**config.mk**
```make
export PLATFORM = sky130hd
export DESIGN_NAME = ddrc_core
export DESIGN_NICKNAME = d
export VERILOG_FILES = /design/src/logic/ddrc_pkg.sv /design/src/logic/ddrc_burst.sv /design/src/logic/ddrc_core.sv
export SDC_FILE = /design/constraint.sdc
export NUM_CORES = 1
export LEC_CHECK = 0
export BUFFER_PORTS_ARGS = -buffer_cell sky130_fd_sc_hd__buf_2
export CORE_MARGIN = 2
export CORE_UTILIZATION = 50
export CTS_CLUSTER_DIAMETER = 120
export DETAILED_ROUTE_END_ITERATION = 8
export GPL_TIMING_DRIVEN = 1
export PLACE_DENSITY = 0.73
export SYNTH_ARGS = -nofsm -noshare
export SYNTH_HDL_FRONTEND = slang
export SYNTH_HIERARCHICAL = 1
export SYNTH_SLANG_ARGS = --single-unit
export TNS_END_PERCENT = 50
```
**constraint.sdc**
```tcl
create_clock -name clock -period 5.5 [get_ports clock]
set_clock_uncertainty 0.2 [all_clocks]
set_input_delay 1.1 -clock clock [delete_from_list [all_inputs] [get_ports clock]]
set_output_delay 1.1 -clock clock [all_outputs]
set_load 0.1 [all_outputs]
```
**src/logic/ddrc_pkg.sv**
```systemverilog
// Purpose: Shared constants and types for the DDR command and mode logic
// Assumes: Controller logic runs on the same clock as this block
// Notes: Mode field positions follow the opcode carried on the address bits
package ddrc_pkg;

  // ==========================================================================
  // Widths
  localparam int unsigned ADDR_W = 13;
  localparam int unsigned BANK_N = 4;
  localparam int unsigned DATA_W = 8;

  // ==========================================================================
  // Base mode register opcode fields
  localparam int unsigned MR_BL_LSB = 0;
  localparam int unsigned MR_BT_BIT = 3;
  localparam int unsigned MR_LAT_LSB = 4;
  localparam int unsigned MR_OPMODE_LSB = 7;
  localparam logic [5:0] MR_OPMODE_NORMAL = 6'h00;
  localparam logic [5:0] MR_OPMODE_DLL_RST = 6'h02;

  // Burst length codes
  localparam logic [2:0] BL_2 = 3'h1;
  localparam logic [2:0] BL_4 = 3'h2;
  localparam logic [2:0] BL_8 = 3'h3;

  // Read latency codes
  localparam logic [2:0] LAT_2 = 3'h2;
  localparam logic [2:0] LAT_3 = 3'h3;
  localparam logic [2:0] LAT_2P5 = 3'h6;

  // ==========================================================================
  // Extended mode register fields
  localparam int unsigned EMR_DLL_DIS_BIT = 0;
  localparam int unsigned EMR_DRIVE_BIT = 1;

  // Bank select codes for load mode register
  localparam logic [1:0] SEL_BASE = 2'h0;
  localparam logic [1:0] SEL_EXT = 2'h1;

  // ==========================================================================
  // Reset values and timing
  localparam logic [ADDR_W-1:0] MR_RESET = 13'h0032;
  localparam logic [ADDR_W-1:0] EMR_RESET = 13'h0000;
  localparam int unsigned DLL_LOCK_CYC = 200;
  localparam logic [7:0] DLL_LOCK_CNT = 8'(DLL_LOCK_CYC - 1);

  // ==========================================================================
  // Types
  typedef enum logic [3:0] {
    DDRC_NOP, DDRC_ACT, DDRC_RD, DDRC_WR, DDRC_BST,
    DDRC_PRE, DDRC_AREF, DDRC_SREF, DDRC_LMR
  } ddrc_cmd_t;

  typedef struct packed {
    logic cs_n;
    logic ras_n;
    logic cas_n;
    logic we_n;
    logic cke;
    logic bank_select_high;
    logic bank_select_low;
    logic [ADDR_W-1:0] addr;
  } ddrc_pins_t;

  typedef struct packed {
    logic [2:0] latency;
    logic interleave;
    logic [2:0] burst_len;
  } ddrc_mode_t;

  // Command decode from the four strobes and clock enable
  function automatic ddrc_cmd_t ddrc_decode(input ddrc_pins_t p);
    ddrc_cmd_t c;
    c = DDRC_NOP;
    if (!p.cs_n) begin
      unique case ({p.ras_n, p.cas_n, p.we_n})
        3'b111: c = DDRC_NOP;
        3'b011: c = DDRC_ACT;
        3'b101: c = DDRC_RD;
        3'b100: c = DDRC_WR;
        3'b110: c = DDRC_BST;
        3'b010: c = DDRC_PRE;
        3'b001: c = p.cke ? DDRC_AREF : DDRC_SREF;
        3'b000: c = DDRC_LMR;
      endcase
    end
    return c;
  endfunction

  // Low address bits that stay inside a burst block
  function automatic logic [2:0] ddrc_blk_mask(input logic [2:0] bl);
    logic [2:0] m;
    m = 3'h0;
    unique case (bl)
      BL_2: m = 3'h1;
      BL_4: m = 3'h3;
      BL_8: m = 3'h7;
      default: m = 3'h0;
    endcase
    return m;
  endfunction

endpackage

```
**src/logic/ddrc_burst.sv**
```systemverilog
// Purpose: Column address sequencer for one burst with block wrap
// Assumes: One element per clock; start reloads at any time
// Notes: Stop ends a running burst at once
`timescale 1ns/1ps
`default_nettype none
module ddrc_burst
  import ddrc_pkg::*;
(
  input wire logic clock,
  input wire logic arst_n,
  input wire logic start,
  input wire logic stop,
  input wire logic [ADDR_W-1:0] start_col,
  input wire logic [2:0] burst_len,
  input wire logic interleave,
  output logic busy_q,
  output logic last_q,
  output logic [ADDR_W-1:0] col_q
);

  // ==========================================================================
  // Sequencer state
  logic [2:0] idx_q, idx_d;
  logic [2:0] mask_q, mask_d;
  logic [ADDR_W-1:0] base_q, base_d;
  logic ilv_q, ilv_d;
  logic busy_d, last_d;
  logic [ADDR_W-1:0] col_d;
  logic [2:0] off;

  always_comb begin
    idx_d = idx_q;
    mask_d = mask_q;
    base_d = base_q;
    ilv_d = ilv_q;
    busy_d = busy_q;
    if (start) begin
      idx_d = 3'h0;
      mask_d = ddrc_blk_mask(burst_len);
      base_d = start_col;
      ilv_d = interleave;
      busy_d = 1'b1;
    end else if (stop || last_q) begin
      busy_d = 1'b0;
    end else if (busy_q) begin
      idx_d = idx_q + 3'h1;
    end
    // Wrap within the aligned block
    if (ilv_d) begin
      off = base_d[2:0] ^ idx_d;
    end else begin
      off = base_d[2:0] + idx_d;
    end
    col_d = {base_d[ADDR_W-1:3], (base_d[2:0] & ~mask_d) | (off & mask_d)};
    last_d = busy_d && (idx_d == mask_d);
  end

  always_ff @(posedge clock or negedge arst_n) begin
    if (!arst_n) begin
      idx_q <= 3'h0;
      mask_q <= 3'h0;
      base_q <= '0;
      ilv_q <= 1'b0;
      busy_q <= 1'b0;
      last_q <= 1'b0;
      col_q <= '0;
    end else begin
      idx_q <= idx_d;
      mask_q <= mask_d;
      base_q <= base_d;
      ilv_q <= ilv_d;
      busy_q <= busy_d;
      last_q <= last_d;
      col_q <= col_d;
    end
  end

endmodule
`default_nettype wire

```
**src/logic/ddrc_core.sv**
```systemverilog
// Function
// - Read latency programmable: 2, 2.5, 3
// - First read data at edge n+m
// - Zero A7-A12 loads normal mode settings
// - A8 alone set starts DLL reset
// - Bank 01 load writes retained extended register
// - Extended register holds DLL and drive
// - Self refresh exit re-enables DLL itself
// - Deselect and NOP do nothing
// - Activate opens row in selected bank
// - Read or write; A10 auto precharge
// - Burst terminate only for plain reads
// - Precharge one bank, or all on A10
// - Auto refresh, or self refresh entry
// - Load mode register; reserved bank codes
// - Write mask blocks element when high
// - Burst wraps within its aligned block
//
// Purpose: Command decode, mode registers, read timing and write masking
// Assumes: Controller drives pins from logic on this same clock
// Notes: One data element per clock; refresh rows come from an internal counter
`timescale 1ns/1ps
`default_nettype none
module ddrc_core
  import ddrc_pkg::*;
(
  input wire logic clock,
  input wire logic arst_n,
  input wire ddrc_pins_t pins,
  input wire logic [DATA_W-1:0] wr_data,
  input wire logic write_mask,
  output ddrc_mode_t mode_q,
  output logic dll_enabled_q,
  output logic drive_strength_q,
  output logic dll_reset_q,
  output logic dll_ready_q,
  output logic self_refresh_q,
  output logic refresh_q,
  output logic [ADDR_W-1:0] refresh_row_q,
  output logic [BANK_N-1:0] bank_open_q,
  output logic [ADDR_W-1:0] act_row_q,
  output logic rd_first_q,
  output logic rd_half_q,
  output logic burst_busy_q,
  output logic burst_write_q,
  output logic [ADDR_W-1:0] burst_col_q,
  output logic wr_commit_q,
  output logic [DATA_W-1:0] wr_data_q,
  output logic illegal_q
);

  // ==========================================================================
  // Decode
  ddrc_cmd_t cmd;
  logic [1:0] bsel;
  logic [5:0] opmode;
  logic mr_fields_ok;

  always_comb begin
    cmd = ddrc_decode(pins);
    bsel = {pins.bank_select_high, pins.bank_select_low};
    opmode = pins.addr[ADDR_W-1:MR_OPMODE_LSB];
    mr_fields_ok = (ddrc_blk_mask(pins.addr[MR_BL_LSB +: 3]) != 3'h0)
      && (pins.addr[MR_LAT_LSB +: 3] == LAT_2 || pins.addr[MR_LAT_LSB +: 3] == LAT_3
      || pins.addr[MR_LAT_LSB +: 3] == LAT_2P5);
  end

  // ==========================================================================
  // Mode, DLL and refresh state
  ddrc_mode_t mode_d;
  logic dll_enabled_d, drive_strength_d, dll_reset_d, dll_ready_d;
  logic self_refresh_d, refresh_d;
  logic [ADDR_W-1:0] refresh_row_d;
  logic [7:0] lock_cnt_q, lock_cnt_d;
  logic lock_run_q, lock_run_d;
  logic mode_ill;

  always_comb begin
    mode_d = mode_q;
    dll_enabled_d = dll_enabled_q;
    drive_strength_d = drive_strength_q;
    dll_reset_d = 1'b0;
    dll_ready_d = dll_ready_q;
    self_refresh_d = self_refresh_q;
    refresh_d = 1'b0;
    refresh_row_d = refresh_row_q;
    lock_cnt_d = lock_cnt_q;
    lock_run_d = lock_run_q;
    mode_ill = 1'b0;
    if (self_refresh_q) begin
      if (pins.cke) begin
        self_refresh_d = 1'b0;
        dll_enabled_d = 1'b1;
      end
    end else if (cmd == DDRC_LMR) begin
      if (bsel == SEL_BASE) begin
        if (mr_fields_ok && (opmode == MR_OPMODE_NORMAL || opmode == MR_OPMODE_DLL_RST)) begin
          mode_d.burst_len = pins.addr[MR_BL_LSB +: 3];
          mode_d.interleave = pins.addr[MR_BT_BIT];
          mode_d.latency = pins.addr[MR_LAT_LSB +: 3];
          if (opmode == MR_OPMODE_DLL_RST) begin
            dll_reset_d = 1'b1;
            dll_ready_d = 1'b0;
            lock_run_d = 1'b1;
            lock_cnt_d = 8'h00;
          end
        end else begin
          mode_ill = 1'b1;
        end
      end else if (bsel == SEL_EXT) begin
        dll_enabled_d = ~pins.addr[EMR_DLL_DIS_BIT];
        drive_strength_d = pins.addr[EMR_DRIVE_BIT];
        if (pins.addr[EMR_DLL_DIS_BIT]) begin
          dll_ready_d = 1'b0;
          lock_run_d = 1'b0;
        end
      end else begin
        mode_ill = 1'b1;
      end
    end else if (cmd == DDRC_AREF || cmd == DDRC_SREF) begin
      refresh_d = (cmd == DDRC_AREF);
      self_refresh_d = (cmd == DDRC_SREF);
      refresh_row_d = refresh_row_q + 13'h0001;
    end
    // Lock wait counts only while clock enable is high
    if (lock_run_q && !dll_reset_d && pins.cke && dll_enabled_q) begin
      if (lock_cnt_q == DLL_LOCK_CNT) begin
        lock_run_d = 1'b0;
        dll_ready_d = 1'b1;
      end else begin
        lock_cnt_d = lock_cnt_q + 8'h01;
      end
    end
  end

  always_ff @(posedge clock or negedge arst_n) begin
    if (!arst_n) begin
      mode_q <= ddrc_mode_t'(MR_RESET[6:0]);
      dll_enabled_q <= ~EMR_RESET[EMR_DLL_DIS_BIT];
      drive_strength_q <= EMR_RESET[EMR_DRIVE_BIT];
      dll_reset_q <= 1'b0;
      dll_ready_q <= 1'b0;
      self_refresh_q <= 1'b0;
      refresh_q <= 1'b0;
      refresh_row_q <= '0;
      lock_cnt_q <= 8'h00;
      lock_run_q <= 1'b0;
    end else begin
      mode_q <= mode_d;
      dll_enabled_q <= dll_enabled_d;
      drive_strength_q <= drive_strength_d;
      dll_reset_q <= dll_reset_d;
      dll_ready_q <= dll_ready_d;
      self_refresh_q <= self_refresh_d;
      refresh_q <= refresh_d;
      refresh_row_q <= refresh_row_d;
      lock_cnt_q <= lock_cnt_d;
      lock_run_q <= lock_run_d;
    end
  end

  // ==========================================================================
  // Banks, bursts, read timing and write data
  logic [BANK_N-1:0] bank_open_d;
  logic [ADDR_W-1:0] act_row_d;
  logic [2:0] rd_pipe_q, rd_pipe_d;
  logic rd_first_d, rd_half_d;
  logic burst_write_d, ap_q, ap_d;
  logic [1:0] ap_bank_q, ap_bank_d;
  logic wr_commit_d;
  logic [DATA_W-1:0] wr_data_d;
  logic illegal_d;
  logic b_start, b_stop, b_last;
  logic [1:0] bank;
  logic live;

  always_comb begin
    live = !self_refresh_q;
    bank = bsel;
    bank_open_d = bank_open_q;
    act_row_d = act_row_q;
    burst_write_d = burst_write_q;
    ap_d = ap_q;
    ap_bank_d = ap_bank_q;
    b_start = 1'b0;
    b_stop = 1'b0;
    illegal_d = mode_ill;
    if (b_last && ap_q && burst_busy_q) begin
      bank_open_d[ap_bank_q] = 1'b0;
    end
    if (live) begin
      unique case (cmd)
        DDRC_ACT: begin
          bank_open_d[bank] = 1'b1;
          act_row_d = pins.addr;
        end
        DDRC_RD, DDRC_WR: begin
          b_start = 1'b1;
          burst_write_d = (cmd == DDRC_WR);
          ap_d = pins.addr[10];
          ap_bank_d = bank;
        end
        DDRC_BST: begin
          if (burst_busy_q && (burst_write_q || ap_q)) begin
            illegal_d = 1'b1;
          end else begin
            b_stop = 1'b1;
          end
        end
        DDRC_PRE: begin
          if (pins.addr[10]) begin
            bank_open_d = '0;
          end else begin
            bank_open_d[bank] = 1'b0;
          end
        end
        DDRC_SREF: begin
          bank_open_d = '0;
        end
        default: begin
        end
      endcase
    end
    // Read data timing from the command edge
    rd_pipe_d = {rd_pipe_q[1:0], live && cmd == DDRC_RD};
    if (mode_q.latency == LAT_3) begin
      rd_first_d = rd_pipe_q[2];
    end else begin
      rd_first_d = rd_pipe_q[1];
    end
    rd_half_d = rd_first_d && (mode_q.latency == LAT_2P5);
    // Masked elements never reach the array
    wr_commit_d = burst_busy_q && burst_write_q && !write_mask;
    wr_data_d = wr_commit_d ? wr_data : wr_data_q;
  end

  ddrc_burst u_burst (
    .clock(clock),
    .arst_n(arst_n),
    .start(b_start),
    .stop(b_stop),
    .start_col(pins.addr),
    .burst_len(mode_q.burst_len),
    .interleave(mode_q.interleave),
    .busy_q(burst_busy_q),
    .last_q(b_last),
    .col_q(burst_col_q)
  );

  always_ff @(posedge clock or negedge arst_n) begin
    if (!arst_n) begin
      bank_open_q <= '0;
      act_row_q <= '0;
      rd_pipe_q <= 3'h0;
      rd_first_q <= 1'b0;
      rd_half_q <= 1'b0;
      burst_write_q <= 1'b0;
      ap_q <= 1'b0;
      ap_bank_q <= 2'h0;
      wr_commit_q <= 1'b0;
      wr_data_q <= '0;
      illegal_q <= 1'b0;
    end else begin
      bank_open_q <= bank_open_d;
      act_row_q <= act_row_d;
      rd_pipe_q <= rd_pipe_d;
      rd_first_q <= rd_first_d;
      rd_half_q <= rd_half_d;
      burst_write_q <= burst_write_d;
      ap_q <= ap_d;
      ap_bank_q <= ap_bank_d;
      wr_commit_q <= wr_commit_d;
      wr_data_q <= wr_data_d;
      illegal_q <= illegal_d;
    end
  end

endmodule
`default_nettype wire

```
## Word-level counts from Yosys, hierarchy flattened

Cells that the tools add are included.

- Bits in registers: 106
- Logic and storage cells: 199
- Input bits: 31
- Output and inout port bits: 70

- Multiplexer cells: 78
- Bitwise gates (word level): 14
- Reduce and logical (&&, ||, !) cells: 37
- $add $sub $neg: 4
- Equal/unequal tests: 32
- Order comparisons: 4

Operators with widths:

| cell | count |
|---|---|
| 2-to-1 mux 8 bit | 7 |
| 2-to-1 mux 1 bit | 55 |
| one-hot mux 4 bit (8 select lines) | 1 |
| == test 3 x 2 -> 1 bit (second input constant) | 9 |
| == test 3 bit (second input constant) | 6 |
| one-hot mux 3 bit (3 select lines) | 2 |
| == test 4 x 3 -> 1 bit (second input constant) | 4 |
| 2-to-1 mux 4 bit | 4 |
| logical AND 1 bit | 15 |
| 2-to-1 mux 3 bit | 5 |
| adder 13 x 1 -> 13 bit (second input constant) | 1 |
| 2-to-1 mux 13 bit | 1 |
| one-hot mux 4 bit (3 select lines) | 1 |
| AND reduction 4 bit | 3 |
| == test 3 x 1 -> 1 bit (second input constant) | 3 |
| adder 8 x 1 -> 8 bit (second input constant) | 1 |
| bitwise AND 4 bit | 2 |
| == test 4 x 2 -> 1 bit (second input constant) | 2 |
| == test 8 bit (second input constant) | 1 |
| inverter 4 bit | 2 |
| bitwise AND 3 bit | 2 |
| == test 6 x 2 -> 1 bit (second input constant) | 1 |
| zero test 6 bit | 1 |
| logical OR 1 bit | 6 |
| other kinds (23) | 34 |

## Depth between registers and ports, before layout

- Depth in word-level cells: 14
- Gate-level depth with buffers: 13
- Depth with buffers taken out: 12

## Modules after synthesis

The synthesis kept the hierarchy.

By module, submodules not included:

| module | cells an instance | area each (µm²) | sequential area each (µm²) | instances |
|---|---|---|---|---|
| ddrc_core | 274 | 3165.5 | 1781.7 | 1 |
| ddrc_burst | 95 | 1222.4 | 625.6 | 1 |

## Worst setup path before layout

No wires, ideal clock.

- Kind: input to register
- Start point: input port pins[17] in the netlist's numbering
- End point: register u_burst.col_q[1]
- Required time: 5221 ps
- Arrival: 3399 ps
- Setup time: 79 ps
- Slack: 1821 ps
- Stages on the path: 12
- Path through: clkbuf_1 nor4b_2 buf_6 buf_2 buf_2 nor2_1 ha_1 inv_1 fa_1 nor2_1 a21oi_1 mux2i_1

RTL lines:

| element | line | text |
|---|---|---|
| start: declaration | ddrc_core.sv:29 | `input wire ddrc_pins_t pins,` |
| == test 3 x 1 -> 1 bit (tied with other cells) | ddrc_pkg.sv:76 | `unique case ({p.ras_n, p.cas_n, p.we_n})` |
| one-hot mux 4 bit (8 select lines) * | ddrc_pkg.sv:76 |  |
| 2-to-1 mux 4 bit * | ddrc_pkg.sv:75 | `if (!p.cs_n) begin` |
| == test 4 x 2 -> 1 bit | ddrc_core.sv:192 | `unique case (cmd)` |
| OR reduction 2 bit * | ddrc_core.sv:192 |  |
| 2-to-1 mux 1 bit * | ddrc_core.sv:192 |  |
| 2-to-1 mux 1 bit * | ddrc_core.sv:191 | `if (live) begin` |
| named net b_start | ddrc_core.sv:173 | `logic b_start, b_stop, b_last;` |
| 2-to-1 mux 3 bit * | ddrc_burst.sv:37 | `if (start) begin` |
| named net u_burst.idx_d[0] | ddrc_burst.sv:23 | `logic [2:0] idx_q, idx_d;` |
| adder 3 bit * | ddrc_burst.sv:52 | `off = base_d[2:0] + idx_d;` |
| 2-to-1 mux 3 bit * | ddrc_burst.sv:49 | `if (ilv_d) begin` |
| bitwise AND 3 bit * | ddrc_burst.sv:54 | `col_d = {base_d[ADDR_W-1:3], (base_d[2:0] & ~mask_d) \| (off & mask_d)};` |
| OR 3 bit * | ddrc_burst.sv:54 |  |
| named net u_burst.col_d[1] | ddrc_burst.sv:28 | `logic [ADDR_W-1:0] col_d;` |
| end signal: assignment | ddrc_burst.sv:74 | `col_q <= col_d;` |
| end: declaration | ddrc_burst.sv:18 | `output logic [ADDR_W-1:0] col_q` |

Mark *: on every way through the listed nets, which the timed path passes. The rest lies on a longest branch.
A chain may end at the register's enable or synchronous reset.

## Final worst setup path

- Start point: input port pins[17] in the netlist's numbering
- End point: register u_burst.col_q[2]

- Cells in the longest elaborated chain, start to end: 13

Ends and longest elaborated chain:

| element | line | text |
|---|---|---|
| == test 3 x 1 -> 1 bit (tied with other cells) | ddrc_pkg.sv:76 |  |
| one-hot mux 4 bit (8 select lines) * | ddrc_pkg.sv:76 |  |
| 2-to-1 mux 4 bit * | ddrc_pkg.sv:75 |  |
| == test 4 x 3 -> 1 bit * | ddrc_core.sv:192 |  |
| 2-to-1 mux 1 bit * | ddrc_core.sv:192 |  |
| 2-to-1 mux 1 bit * | ddrc_core.sv:191 |  |
| named net b_stop | ddrc_core.sv:173 |  |
| logical OR 1 bit * | ddrc_burst.sv:43 | `end else if (stop \|\| last_q) begin` |
| 2-to-1 mux 3 bit * | ddrc_burst.sv:43 |  |
| 2-to-1 mux 3 bit * | ddrc_burst.sv:37 |  |
| named net u_burst.idx_d[0] | ddrc_burst.sv:23 |  |
| adder 3 bit * | ddrc_burst.sv:52 |  |
| 2-to-1 mux 3 bit * | ddrc_burst.sv:49 |  |
| bitwise AND 3 bit * | ddrc_burst.sv:54 |  |
| OR 3 bit * | ddrc_burst.sv:54 |  |
| named net u_burst.col_d[2] | ddrc_burst.sv:28 |  |

Marked as above.

==> flow_summary.yaml <==
setup_path:
  start_kind: "input pin"
  cp_top_family: "simple AND/OR/NAND/NOR gates"
  critical_path.n_buffers_inverters: 2
  reg2reg_slack_ns: 2.51
  critPathMaxFanout: 11
  path_cells: "buf_2, nor3b_1, nand3b_1, nor2_1, nor3b_2, xnor2_1, nor2_1, ha_1, inv_1, fa_1, a211oi_1, mux2i_1, xnor2_1"
  critPathSlowestCell: "fa_1"
  max_stage_delay_ns: 0.38
  criticalPathCategory: "in2reg"
  end_kind: "flop"
  crit_arrival_ns: 3.54
  required_ns: 5.56
routing:
  wl_um: 9170
  vias: 3081
  vias_per_cell: 5.35
  drt_first_pass_iters: 4
  detail-route-antenna-nets: 0
  wl_per_cell_um: 15.9
  drc: 0
  drtIter0Drc: 151
global_route:
  grt_pass1_vias: 3000
  grt_antenna_before_repair: 0
  overflow: 0
  met1_usage_pct: 28.0
  grt_usage_pct: 20.0
  grt_pass1_wl_um: 15100
  grt_use_met3_pct: 4.39
  grt.busiest_layer: "met2"
  grt_max_degree: 59
  grtUsageMet2_pct: 31.4
yosys:
  synth_common_cells: "92 x dfrtp_1, 38 x nand2_1, 21 x nor2_1, 19 x mux2_2"
  yosysTopAreaCell: "dfrtp_1"
  ys_seq_elements: 96
  synth_edf_count: 0
  seq_area_frac_synth_pct: 54.9
  syn_area_sq_um: 4390
  yosys_warnings: 6
  synth.top_cell.area_share_pct: 52.5
  synth_flop_cell: "dfrtp_1"
  avgSynthCellArea_sq_um: 11.9
  netlist_top_cells_area: "dfrtp_1 52%, mux2_2 4.9%, nand2_1 3.3%, mux2_1 3.1%, xnor2_1 2.8%"
  synth.most_common_cell: "dfrtp_1"
  syn_inst: 369
  async_flop_share_pct: 100
  syn-num-nets: 406
  synth_cell_type_count: 68
placed_design:
  dp_hpwl_um: 6730
  post-place-ws_ns: 1.68
  gp_congestion: 0.856
  io_buffers: 100
floorplan:
  die_h_um: 97.7
  fp-row-count: 34
  floorplan.die_area_sq_um: 9540
  die_w_um: 97.7
  initial_utilization_pct: 50.8
  num_io_pins: 101
  core_sq_um: 8640
sta:
  period_share_pct: 63.3
  setup_ws_ns: 2.02
  final_max_slew_viol_count: 0
  fin_tns_setup_ns: 0
  worst_slew_pin_slew_ns: 0.849
  rsz0062_at_grt: "false"
  min_period_ns: 3.48
  setup_viol: 0
  relSlewSlack_pct: 43.2
  max_freq_ghz: 0.287
  finalHoldViolations: 0
pwr:
  p_per_area_nw_per_um2: 494
  internal-power_mw: 1.25
  p_seq_share_pct: 36.1
  combPwrFrac_pct: 45.7
  leakage_nw: 2.56
  ir_worst_vdd_v: 0.000255
  p_clk_share_pct: 18.2
  p_sw_mw: 1.27
  netSwitchingFraction_pct: 50.4
job:
  cap_violations: 0
cts:
  h-tree-depth: 3
  cts-resized-gates: 0
  clock_sinks: 96
  clock-root-buffer: "clkbuf_8"
  clockBufferDepth: 2
  clk_latency_ns: 0.36
  post-cts-setup-buffers: 0
  cts_hold_buf: 0
  numCtsBuffers: 9
  tritoncts: "built"
  clk_pin_slew_ns: 0.10
min_path:
  hp-class: "reg2reg"
cells_and_area:
  nets: 500
  syn2layout_area_growth_pct: 16.5
  drive_gt1_share_pct: 33.8
  antenna_cells: 0
status:
  status: "completed"
cells by family (layout without fill, tap and decap cells):
group                    count (synthesis)  count (layout)  synth area share, %
buffers and inverters                   32             131                 4.13
XOR/XNOR                                21              21                 4.19
multiplexers                            44              44                 11.7
flip-flops                              96              96                 54.9
adder cells (fa/ha/maj)                  6               6                 1.88
AND/OR/NAND/NOR                        134             134                 17.5
AO/OA/AOI/OAI                           36              36                 5.70
state kept, by name, indices dropped and copies added (netlist names), 2 cells and up:
signal	flops
rd_pipe_q	3
mode_q	7
u_burst/idx_q	3
u_burst/base_q	13
u_burst/mask_q	3
lock_cnt_q	8
ap_bank_q	2
bank_open_q	4
act_row_q	13
u_burst/col_q	3
refresh_row_q	13
wr_data_q	8
layer usage:
metal	part of all wire, %	vias to the layer above	routed length [um]
met5	0	-	0
met4	1.5	0	136
met1	46	1504	4210
met2	48	90	4390
met3	4.6	12	426
li1	-	1475	-
layout by cell type (no fill, tap or decap), types with 3 or more instances in the layout:
master and count:
o21ai_0 10, nor2_1 21, and2_1 3, clkbuf_8 9, mux2i_1 6, nor3b_1 3, dfrtp_1 92, mux2_4 6
inv_1 12, nand4_1 14, xor2_1 7, nand3b_1 3, xnor2_1 14, nor4_1 3, ha_1 5, buf_4 3
nand2_1 38, nand2b_1 4, nand3_1 5, nor3_1 5, a21oi_1 4, o21a_1 4, buf_2 99, mux2_2 19
mux2_1 12, dfstp_2 4, nor2b_1 9, and3_1 4
path summary, 6_finish.rpt:
| check | start | to | cells after the start |
|---|---|---|---|
| max in group asynchronous | arst_n | bank_open_q[3]$_DFF_PN0_ | 2 |
| min | rd_pipe_q[0]$_DFF_PN0_ | rd_pipe_q[1]$_DFF_PN0_ | 0 |
| min reg2reg | rd_pipe_q[0]$_DFF_PN0_ | rd_pipe_q[1]$_DFF_PN0_ | 0 |
| max reg2reg | self_refresh_q$_DFF_PN0_ | u_burst/col_q[2]$_DFF_PN0_ | 8 |
| min in group asynchronous | arst_n | rd_half_q$_DFF_PN0_ | 1 |
| max | pins[17] | u_burst/col_q[2]$_DFF_PN0_ | 13 |
metrics by stage:
stage / cell area [sq um] / hold WS [ns] / power (mW) / std cells / utilization [%]
5_1_grt: 5110 / 0.179 / 2.64 / 576 / 59.2
6_report: 5110 / 0.157 / 2.53 / 576 / 59.2
2_1_floorplan: 4390 / 0.131 / 1.89 / 369 / -
3_3_place_gp: 4920 / 0.135 / 2.06 / 560 / 56.9
4_1_cts: 5110 / 0.160 / 2.54 / 576 / 59.2
3_5_place_dp: 4920 / 0.136 / 2.08 / 560 / 56.9
power groups by stage:
| stage | registers [mW] | clock network [mW] | logic (mW) |
|---|---|---|---|
| detailed placement | 0.924 | 0 | 1.16 |
| floorplan | 1.53 | 0 | 0.364 |
| global placement | 0.923 | 0 | 1.14 |
| CTS | 0.912 | 0.470 | 1.16 |
| finish | 0.912 | 0.460 | 1.15 |
| global route | 0.930 | 0.503 | 1.21 |
area by class of cell:
cell class / instances / area, sq um
repair buffers: 102 / 518
clock buffers: 10 / 128
multi-input cells: 241 / 1810
inverters: 13 / 48.8
clock inverters: 6 / 67.6
flip-flops and latches: 96 / 2410
fillers: 742 / 3520
well taps: 108 / 135
worst register-to-register path, stage by stage, from the launching register on:
cell,delay (ns)
dfrtp_1,0.50
nor4b_4,0.74
mux2_1,0.30
ha_1,0.16
inv_1,0.05
fa_1,0.38
a211oi_1,0.27
mux2i_1,0.15
xnor2_1,0.14
Power figures use the tool's default switching activity.
